===== src/pbc_pkg.sv =====
// Package for the port-change GPIO block: register offsets, fields, resets.
// Assumes a single core clock and a plain strobe register port.
package pbc_pkg;
  localparam int          PBC_W            = 8;
  localparam int          PBC_AW           = 4;
  localparam logic [3:0]  PBC_OFF_DATA     = 4'h0;
  localparam logic [3:0]  PBC_OFF_DIR      = 4'h1;
  localparam logic [3:0]  PBC_OFF_OPTION   = 4'h2;
  localparam logic [3:0]  PBC_OFF_INTCTL   = 4'h3;
  localparam logic [3:0]  PBC_OFF_STATUS   = 4'h4;
  localparam logic [3:0]  PBC_OFF_MASK     = 4'h5;
  localparam int          PBC_PUN_BIT      = 7;
  localparam int          PBC_FLAG_BIT     = 0;
  localparam int          PBC_IE_BIT       = 3;
  localparam int          PBC_CHG_LO       = 4;
  localparam int          PBC_CHG_HI       = 7;
  localparam logic [7:0]  PBC_DIR_RST      = 8'hFF;
  localparam logic [7:0]  PBC_LATCH_RST    = 8'h00;
  localparam logic [7:0]  PBC_OPTION_RST   = 8'hFF;
  localparam logic [7:0]  PBC_INTCTL_RST   = 8'h00;
  localparam logic [7:0]  PBC_MASK_RST     = 8'h00;
  localparam int          PBC_SYNC_STAGES  = 2;
endpackage


===== src/pbc_sync.sv =====
// Two-flop synchroniser for a bus of pin inputs.
// Assumes inputs are asynchronous to the clock; first stage feeds only the second.
module pbc_sync
  import pbc_pkg::*;
#(
  parameter int W = 8
)
(
  input  wire logic         clk,
  input  wire logic         rst_n,
  input  wire logic [W-1:0] async_in,
  output logic      [W-1:0] sync_out
);
  logic [W-1:0] meta_q;

  always_ff @(posedge clk)
  begin
    if (!rst_n)
    begin
      meta_q   <= '0;
      sync_out <= '0;
    end
    else
    begin
      meta_q   <= async_in;
      sync_out <= meta_q;
    end
  end
endmodule


===== src/pbc_port.sv =====
// Eight-pin bidirectional port with pull-ups and upper-nibble change interrupt.
// Assumes a core-clock register port with single-cycle strobes, read data one cycle later.
// Overview of operation
// - Eight independent pins, each input or output
// - Direction 1 floats driver, 0 drives latch
// - Data read returns pins; write sets latch
// - Writes merge modification into sampled pin levels
// - Option bit 7 low enables all pull-ups
// - Output pins never get a pull-up
// - Pull-ups disabled after reset
// - Only input pins 7..4 take part
// - Compare against snapshot from last data read or write
// - ORed mismatches set flag at bit 0
// - Port-change interrupt wakes device from sleep
// - Data access ends mismatch; software clears flag
// - Persisting mismatch keeps setting the flag
// - Change coinciding with read still sets the flag
module pbc_port
  import pbc_pkg::*;
#(
  parameter int W = PBC_W
)
(
  input  wire logic              REF_CLK,
  input  wire logic              RST_N,
  input  wire logic [PBC_AW-1:0] ADDR,
  input  wire logic [7:0]        WDATA,
  input  wire logic              WR,
  input  wire logic              RD,
  output logic      [7:0]        RDATA,
  input  wire logic [W-1:0]      PIN_IN,
  output logic      [W-1:0]      PIN_OUT,
  output logic      [W-1:0]      PIN_OE,
  output logic      [W-1:0]      PULLUP_EN,
  input  wire logic              SLEEPING,
  output logic                   WAKE,
  output logic                   IRQ
);
  logic [W-1:0] pins_s;
  logic [W-1:0] latch_q;
  logic [W-1:0] dir_q;
  logic [7:0]   option_q;
  logic [7:0]   intctl_q;
  logic [7:0]   status_q;
  logic [7:0]   mask_q;
  logic [3:0]   snap_q;
  logic [3:0]   live_in;
  logic [3:0]   mism;
  logic         change;
  logic         armed_q;
  logic         data_rd;
  logic         data_wr;
  logic         ctl_wr;
  logic         stat_rd;
  logic [7:0]   rdata_d;

  pbc_sync #(.W(W)) u_sync (
    .clk      (REF_CLK),
    .rst_n    (RST_N),
    .async_in (PIN_IN),
    .sync_out (pins_s)
  );

  assign data_rd = RD && (ADDR == PBC_OFF_DATA);
  assign data_wr = WR && (ADDR == PBC_OFF_DATA);
  assign ctl_wr  = WR && (ADDR == PBC_OFF_INTCTL);
  assign stat_rd = RD && (ADDR == PBC_OFF_STATUS);

  // Output pins are excluded; their compare term is forced quiet
  assign live_in = pins_s[PBC_CHG_HI:PBC_CHG_LO] & dir_q[PBC_CHG_HI:PBC_CHG_LO];
  assign mism    = (live_in ^ (snap_q & dir_q[PBC_CHG_HI:PBC_CHG_LO]));
  assign change  = armed_q && (|mism);

  // Full byte write; the unwritten-bit merge of bit ops happens in the core
  always_ff @(posedge REF_CLK)
  begin
    if (!RST_N)
      latch_q <= PBC_LATCH_RST;
    else if (data_wr)
      latch_q <= WDATA[W-1:0];
  end

  always_ff @(posedge REF_CLK)
  begin
    if (!RST_N)
    begin
      dir_q    <= PBC_DIR_RST;
      option_q <= PBC_OPTION_RST;
      mask_q   <= PBC_MASK_RST;
    end
    else if (WR)
    begin
      if (ADDR == PBC_OFF_DIR)
        dir_q <= WDATA[W-1:0];
      if (ADDR == PBC_OFF_OPTION)
        option_q <= WDATA;
      if (ADDR == PBC_OFF_MASK)
        mask_q <= WDATA;
    end
  end

  // Any data access re-arms the snapshot; a mismatch in that same cycle still sets the flag
  always_ff @(posedge REF_CLK)
  begin
    if (!RST_N)
      snap_q <= '0;
    else if (data_rd || data_wr)
      snap_q <= pins_s[PBC_CHG_HI:PBC_CHG_LO];
  end

  // No old value exists before the first data access; avoids a false change after reset
  always_ff @(posedge REF_CLK)
  begin
    if (!RST_N)
      armed_q <= 1'h0;
    else if (data_rd || data_wr)
      armed_q <= 1'h1;
  end

  // Set beats clear so a live mismatch keeps the flag up
  always_ff @(posedge REF_CLK)
  begin
    if (!RST_N)
      intctl_q <= PBC_INTCTL_RST;
    else
    begin
      if (ctl_wr)
        intctl_q <= WDATA;
      if (change)
        intctl_q[PBC_FLAG_BIT] <= 1'b1;
    end
  end

  // Sticky event status, cleared by read, set wins
  always_ff @(posedge REF_CLK)
  begin
    if (!RST_N)
      status_q <= '0;
    else
    begin
      if (stat_rd)
        status_q <= '0;
      if (change)
        status_q[PBC_FLAG_BIT] <= 1'b1;
    end
  end

  always_ff @(posedge REF_CLK)
  begin
    if (!RST_N)
    begin
      PIN_OUT   <= '0;
      PIN_OE    <= '0;
      PULLUP_EN <= '0;
      IRQ       <= 1'b0;
      WAKE      <= 1'b0;
    end
    else
    begin
      PIN_OUT   <= latch_q;
      PIN_OE    <= ~dir_q;
      PULLUP_EN <= {W{~option_q[PBC_PUN_BIT]}} & dir_q;
      IRQ       <= |(status_q & mask_q);
      WAKE      <= SLEEPING && intctl_q[PBC_IE_BIT] && intctl_q[PBC_FLAG_BIT];
    end
  end

  always_comb
  begin
    rdata_d = 8'h00;
    unique case (ADDR)
      PBC_OFF_DATA:   rdata_d = pins_s;
      PBC_OFF_DIR:    rdata_d = dir_q;
      PBC_OFF_OPTION: rdata_d = option_q;
      PBC_OFF_INTCTL: rdata_d = intctl_q;
      PBC_OFF_STATUS: rdata_d = status_q;
      PBC_OFF_MASK:   rdata_d = mask_q;
      default:        rdata_d = 8'h00;
    endcase
  end

  always_ff @(posedge REF_CLK)
  begin
    if (!RST_N)
      RDATA <= 8'h00;
    else if (RD)
      RDATA <= rdata_d;
    else
      RDATA <= 8'h00;
  end
endmodule


===== config.mk =====
export PLATFORM = sky130hd
export DESIGN_NAME = pbc_port
export DESIGN_NICKNAME = d
export VERILOG_FILES = /design/src/pbc_pkg.sv /design/src/pbc_sync.sv /design/src/pbc_port.sv
export SDC_FILE = /design/constraint.sdc
export NUM_CORES = 1
export LEC_CHECK = 0
export BUFFER_PORTS_ARGS = -buffer_cell sky130_fd_sc_hd__buf_2
export CORE_MARGIN = 2
export CORE_UTILIZATION = 32
export DETAILED_ROUTE_END_ITERATION = 8
export PLACE_DENSITY_LB_ADDON = 0.05
export SLEW_MARGIN = 20
export SYNTH_ARGS = -nofsm -noshare
export SYNTH_HDL_FRONTEND = slang
export SYNTH_SLANG_ARGS = --single-unit
export TNS_END_PERCENT = 20

===== constraint.sdc =====
create_clock -name REF_CLK -period 2.3 [get_ports REF_CLK]
set_input_delay 0.115 -clock REF_CLK [delete_from_list [all_inputs] [get_ports REF_CLK]]
set_output_delay 0.115 -clock REF_CLK [all_outputs]
set_load 0.05 [all_outputs]

After elaboration in Yosys (flattened, before gate mapping) --
Cells that the tools add are included.
Storage, ports and cells: bits in registers 96, input port bits 25, output and inout port bits 34
Cells by class: eq/ne operators 5, muxes and demuxes 5, bitwise logic cells 7, reduce and logical (&&, ||, !) cells 17
Operators by type and width (count):
- 8-bit one-hot mux with 6 select lines | 1
- 1-bit by 8-bit AND with 8-bit output | 1
- 4-bit AND | 2
- 8-bit AND | 1
- 4-bit by 2-bit equality test with 1-bit output, second input constant | 2
- 4-bit by 3-bit equality test with 1-bit output, second input constant | 2
- 8-bit inverter | 1
- 2-bit AND reduction | 4
- 8-bit OR reduction | 1
- 1-bit logical AND | 7
- 4-bit by 1-bit equality test with 1-bit output, second input constant | 1
- 4-bit logical NOT | 1
- 1-bit two-way mux | 4
- 2-bit nonzero test | 2
- 4-bit OR reduction | 1
- 4-bit XOR | 1
- 1-bit logical OR | 1
- 1-bit inverter | 1

Logic depth before layout (Yosys ltp) --
Gate-level depths: netlist of run 1.
word-level depth 5, gate-level depth with buffers 7, mapped depth without buffers 4

Cells and area by module --
From an unflattened synthesis of run 1, not the netlist that was laid out.
Second synthesis, totals: cell total of the unflattened synthesis 342, area, all modules 3434.5 um^2
By module, submodules not included:
- pbc_port | instances 1, cells each 309, area each 2987.9 um^2, sequential area each 1601.5 um^2
- pbc_sync | instances 1, cells each 33, area each 446.7 um^2, sequential area each 320.3 um^2

Worst setup path before layout of run 1 --
Ideal clock, no wire load.
kind in2reg, from input ADDR[0], to register intctl_q[0], library setup time 0.114 ns, arrival 1.101 ns, setup slack 1.085 ns, stages 5, buffers on the path 2, cell sequence buf_2 -> and3_1 -> buf_6 -> mux2_4 -> a21o_1
Between the ends: word-level cells in the longest chain between the ends 3
RTL lines:
- start: declaration | line pbc_port.sv:26 | input wire logic [PBC_AW-1:0] ADDR,
- 4-bit by 2-bit equality test with 1-bit output | line pbc_port.sv:66 | assign ctl_wr = WR && (ADDR == PBC_OFF_INTCTL);
- 1-bit logical AND | line pbc_port.sv:66
- 2-bit nonzero test (no source line)
- end signal: assignment | line pbc_port.sv:124 | intctl_q <= PBC_INTCTL_RST;
- end signal: assignment | line pbc_port.sv:128 | intctl_q <= WDATA;
- end signal: indexed assignment | line pbc_port.sv:130 | intctl_q[PBC_FLAG_BIT] <= 1'b1;
- end: declaration | line pbc_port.sv:43 | logic [7:0] intctl_q;
No other way between the ends. A chain may end at the register's enable or synchronous reset.

Worst setup path in the final report of run 1 --
from input ADDR[0], to register mask_q[5]
Between the ends: word-level cells in the longest chain between the ends 2
RTL lines:
- 4-bit by 3-bit equality test with 1-bit output | line pbc_port.sv:97 | if (ADDR == PBC_OFF_MASK)
- 2-bit AND reduction (no source line)
- end signal: assignment | line pbc_port.sv:89 | mask_q <= PBC_MASK_RST;
- end signal: assignment | line pbc_port.sv:98 | mask_q <= WDATA;
- end: declaration | line pbc_port.sv:45 | logic [7:0] mask_q;
No other way between the ends.

==> results_dict.tcl, run 1 <==
set metrics [dict create \
    vias 2490 \
    seq_area_sq_um 1920 \
    area.growth.synth_to_final_pct 18.8 \
    required_ps 2560 \
    die-area_sq_um 11800 \
    p_leak_uw 0.00184 \
    finClkSkew_ps 10.3 \
    synth_area_sq_um 3500 \
    grt_usage_pct 15.5 \
    synth-edff-count 0 \
    yosysTopAreaCell "dfxtp_1" \
    fmax_mhz 730 \
    grt_pass1_vias 2479 \
    rows 38 \
    syn_area_per_cell_sq_um 10.2 \
    syn_nets 367 \
    port_buffers 58 \
    worstHoldPathType "input pin to flip-flop" \
    yosysTopAreaCellShare_pct 55.0 \
    ioPinCount 59 \
    finalSetupViolCount 0 \
    fin_nets 428 \
    cts_max_path_buffers 2 \
    hold_viol_final 0 \
    critical_path_class "input pin to flip-flop" \
    post-route-period-util_pct 59.6 \
    h-tree-depth 3 \
    slew_viol_final 0 \
    antenna_left 0 \
    post-cts-setup-buffer-count 0 \
    grt_max_degree 37 \
    wl_met1_um 4240 \
    cp.arrival_ps 1630 \
    synthCells 342 \
    fillers 1086 \
    peakVddDrop_uv 236 \
    hpwl_um 5740 \
    diodes 0 \
    dieWidth_um 109 \
    wirelength_um 8340 \
    startpoint_type "input pin" \
    tns_ps 0 \
    clkLatencyLatePin_ps 370 \
    power_density_nw_per_um2 714 \
    viasPerCell 4.58 \
    dr.first_iter.drc_count 71 \
    wire_per_inst_um 15.3 \
    synthArstFlopShare_pct 0 \
    cts_buffers 9 \
    max_slew_margin_pct 52.8 \
    initial_core_util_pct 32.5 \
    multi_input_area_sq_um 1470 \
    path_clk_slew_ps 80 \
    ys_seq_area_share_pct 55.0 \
    maxCapViolations 0 \
    crit_fanout 20 \
    ys_warn_count 0 \
    status "completed" \
    grt_pass1_wl_um 13600 \
    period_minus_slack_ps 1370 \
    cts_sinks 96 \
    ys_ff_latch 96 \
    synth_ff_type "dfxtp_1" \
    worstSetupEndpointType "flip-flop" \
    place_congestion 0.757 \
    yosys-top-cells-area "dfxtp_1 55%, mux2i_1 7.4%, and2_1 5.9%, nor2b_1 5.9%, nand3_1 4.9%" \
    cts_root_buf "clkbuf_8" \
    synth_common_cells "96 x dfxtp_1, 37 x nand2_1, 34 x nand3_1" \
    die_y_um 109 \
    grt_overflow 0 \
    met2WireLength_um 3570 \
    core_area_sq_um 10700 \
    tightest_slew_ps 707 \
    cts_tree "built" \
    top_layer_used "met4" \
    dr.pass1.iters 4 \
    synth_cell_type_count 28 \
    drive_gt1_share_pct 20.3 \
    dr_wl_met3_um 329 \
    antenna_found_initial 0 \
    rsz0062_at_grt "no" \
    p_total_uw 2970 \
    drc_errors 0 \
    synth_most_common_cell "dfxtp_1" \
]
-- path summary, 6_finish.rpt --
| kind | startpoint | end | slack, ps | cells past startpoint |
|---|---|---|---|---|
| min reg2reg | u_sync.meta_q[5] | u_sync.sync_out[5] | 440 | 1 |
| max | ADDR[0] | mask_q[5] | 930 | 5 |
| max reg2reg | dir_q[0] | RDATA[0] | 1070 | 3 |
| min | SLEEPING | WAKE | 20 | 2 |
-- metrics by stage --
stage / util, % / setup slack (ps) / hold slack (ps) / cells / area [sq um]
after floorplan: - / 1080 / 239 / 342 / 3500
after global placement: 36.4 / 581 / 322 / 524 / 3910
after detailed placement: 36.4 / 517 / 324 / 524 / 3910
after CTS: 38.6 / 920 / 7.36 / 544 / 4150
after global routing: 38.6 / 768 / 22.4 / 544 / 4150
final: 38.6 / 930 / 24.2 / 544 / 4150
-- critical path, stage by stage --
cell and delay, ps:
buf_2 410, nor2b_1 230, nand4b_1 490, mux2i_1 310
nor2b_1 60
-- state kept, by name (all words and copies together) (netlist names) --
signal           count
PULLUP_EN            8
snap_q               4
PIN_OUT              8
armed_q              1
latch_q              8
IRQ                  1
mask_q               8
PIN_OE               8
intctl_q             8
u_sync.sync_out      8
status_q             1
option_q             8
WAKE                 1
RDATA                8
u_sync.meta_q        8
dir_q                8
-- layout make-up --
type	instances	share of cell area (%)
Timing Repair Buffer	73	10.2
Multi-Input combinational cell	222	35.3
Clock buffer	10	3.07
Tap cell	140	4.22
Inverter	1	0.0904
Sequential cell	96	46.3
Clock inverter	2	0.844
-- cell families (layout without fill, tap and decap cells) --
logic type / Yosys count / after routing / share of synthesized area, %
buffers and inverters: 24 / 86 / 3.11
DFF: 96 / 96 / 55.0
muxes: 29 / 29 / 8.84
AOI/OAI and AO/OA: 36 / 36 / 8.45
xor gates and xnor gates: 4 / 4 / 1.00
and+or+nand+nor: 153 / 153 / 23.6
-- placed cells by master (no fill, tap or decap), types with 2 or more instances in the layout --
cell type      instances
and2_1                33
nor2b_1               33
a22o_1                 7
nand3_1               34
buf_4                  7
dlygate4sd3_1          8
buf_2                 58
a22oi_1                3
a21boi_0               8
a2bb2oi_1             14
xor2_1                 4
dfxtp_1               96
nand2_1               37
clkbuf_8               9
mux2i_1               26
and3_1                 2
nor2_1                10
-- timing repair --
item,in CTS,in global routing
gates resized for setup,0,0
hold buffers,8,0
hold endpoints to repair,8,0
-- power breakdown --
group / switching (uW) / internal, uW
combinational: 140 / 103
clock: 534 / 478
sequential: 17.7 / 1690
-- per-layer routing --
layer / track usage [%] / up-vias
met5: 0 / -
met2: 22.6 / 57
met3: 2.83 / 14
met4: 7.60 / 0
li1: - / 1267
met1: 21.9 / 1152
Power figures use the tool's default switching activity.
==> inputs of run 2 (changes only) <==
clock period = 1.1 ns   (was 2.3 ns; I/O delays follow)
==> results_dict.tcl, run 2 (synthesized netlist as in run 1, its figures left out) <==
set metrics [dict create \
    status "complete, but fails checks" \
    violations "setup timing" \
    drc_errors 0 \
    h-tree-depth 3 \
    cts_root_buf "clkbuf_8" \
    place_congestion 0.796 \
    rsz0062_at_grt "yes" \
    final_core_util_pct 43.1 \
    r2r-end "RDATA[0]" \
    p_total_uw 6820 \
    grt_pass1_wl_um 13600 \
    fillers 1090 \
    drive_gt1_share_pct 32.0 \
    port_buffers 58 \
    cts_sinks 96 \
    cts_max_path_buffers 2 \
    r2r_setup_slack_ps -40 \
    path_clk_slew_ps 90 \
    antenna_found_initial 0 \
    dp_cells 554 \
    grt_use_met1_pct 21.5 \
    vias 2622 \
    core_area_sq_um 10700 \
    viasPerCell 4.49 \
    fmax_mhz 878 \
    most-common-layout-cells "86 x dfxtp_1, 58 x buf_2, 37 x nand2_1, 35 x buf_4, 34 x nand3_1" \
    power_density_nw_per_um2 1470 \
    finalSetupViolCount 2 \
    finClkSkew_ps 10.3 \
    period_minus_slack_ps 1140 \
    max_slew_margin_pct 57.4 \
    grt_pass1_vias 2493 \
    stdcell_area_sq_um 4630 \
    grt_max_degree 31 \
    worstHoldPathType "input pin to flip-flop" \
    maxCapViolations 0 \
    multi_input_area_sq_um 1560 \
    hold_viol_final 0 \
    placed_area_sq_um 4170 \
    use_met3_pct 3.44 \
    wire_per_inst_um 14.9 \
    diodes 0 \
    critPathLaunch "intctl_q[0]" \
    dr.pass1.iters 4 \
    busiest_layer "met2" \
    slew_viol_final 0 \
    final_common_cell "dfxtp_1" \
    cts_tree "built" \
    dieWidth_um 109 \
    clkLatencyLatePin_ps 370 \
    die_y_um 109 \
    post-route-period-util_pct 104 \
    peakVddDrop_uv 699 \
    dr.first_iter.drc_count 77 \
    rows 38 \
    wirelength_um 8720 \
    critical_path_class "flip-flop to flip-flop" \
    stdcell_count 584 \
    grt_use_met2_pct 23.4 \
    worstSetupEndpointType "flip-flop" \
    rr_worst_depth 3 \
    r2r-start "intctl_q[0]" \
    fin_nets 464 \
    cts_buffers 9 \
    grt_usage_pct 15.7 \
    die-area_sq_um 11800 \
    grt_overflow 0 \
    antenna_left 0 \
    startpoint_type "flip-flop" \
    cp.arrival_ps 1390 \
    p_leak_uw 0.00204 \
    setup_ws_ps -38.5 \
    seq_area_sq_um 1930 \
    crit_path_end "RDATA[0]" \
    ioPinCount 59 \
    hpwl_um 6250 \
    initial_core_util_pct 32.5 \
    area.growth.synth_to_final_pct 32.4 \
    tightest_slew_ps 637 \
    required_ps 1350 \
    crit_fanout 2 \
]
## run 2: changes by cell type in the layout (fill, tap and decap cells not counted), moves of 2 or more
cell           change
a2bb2oi_2          +9
a22oi_1            -3
a22oi_2            +3
dfxtp_1           -10
dlygate4sd3_1      +6
buf_12             +2
mux2i_2            +3
dfxtp_2           +10
a2bb2oi_1          -9
buf_4             +28
clkinv_4           +2
mux2i_1            -3
## run 2: worst min-delay path by stage
stage                   start                to  slack (ps)  cells after the start
finish               WDATA[7]       option_q[7]          20                      3
global route         WDATA[7]       option_q[7]           7                      3
CTS                  WDATA[7]       option_q[7]         0.6                      3
detailed placement  PIN_IN[5]  u_sync.meta_q[5]         260                      2
global placement    PIN_IN[5]  u_sync.meta_q[5]         260                      2
floorplan            WDATA[0]       option_q[0]         180                      2
## run 2: layout make-up
type | instances | share of cell area, %
sequential | 96 | 41.8
clock inverter | 4 | 1.68
timing repair buffer | 109 | 15.8
clock buffer | 12 | 3.14
inverter | 1 | 0.0811
tap | 140 | 3.78
multi-input combinational | 222 | 33.7
## run 2: repair_timing
item                                   CTS  global route
setup endpoints to repair               14             9
hold buffers                            14             0
endpoints found under the hold margin   16             0
gates resized for setup                 12            15
setup buffers                            0             0
pin swaps                                4             0
## run 2: where the power goes
group	internal [uW]	switching, uW	leakage (uW)
logic	313	326	0.00116
registers	3540	37.8	0.000778
clock network	1350	1240	0.000111
## run 2: routing by layer
metal,vias up,wire [um]
met1,1209,4390
met5,-,0
met4,0,193
met3,15,328
li1,1342,-
met2,56,3810
## run 2: critical path, stage by stage (launching register included)
cell,delay [ps]
dfxtp_1,320
mux4_2,480
a22oi_2,170
nor2_1,50
## run 2: through the flow
step | hold slack (ps) | setup WS (ps) | setup TNS, ps
3_5_place_dp | 263 | -233 | -6740
6_report | 23.3 | -38.5 | -51.2
5_1_grt | 7.34 | -89.5 | -129
4_1_cts | 0.636 | -41.9 | -44.9
3_3_place_gp | 261 | -248 | -7150
2_1_floorplan | 179 | 2.35 | 0
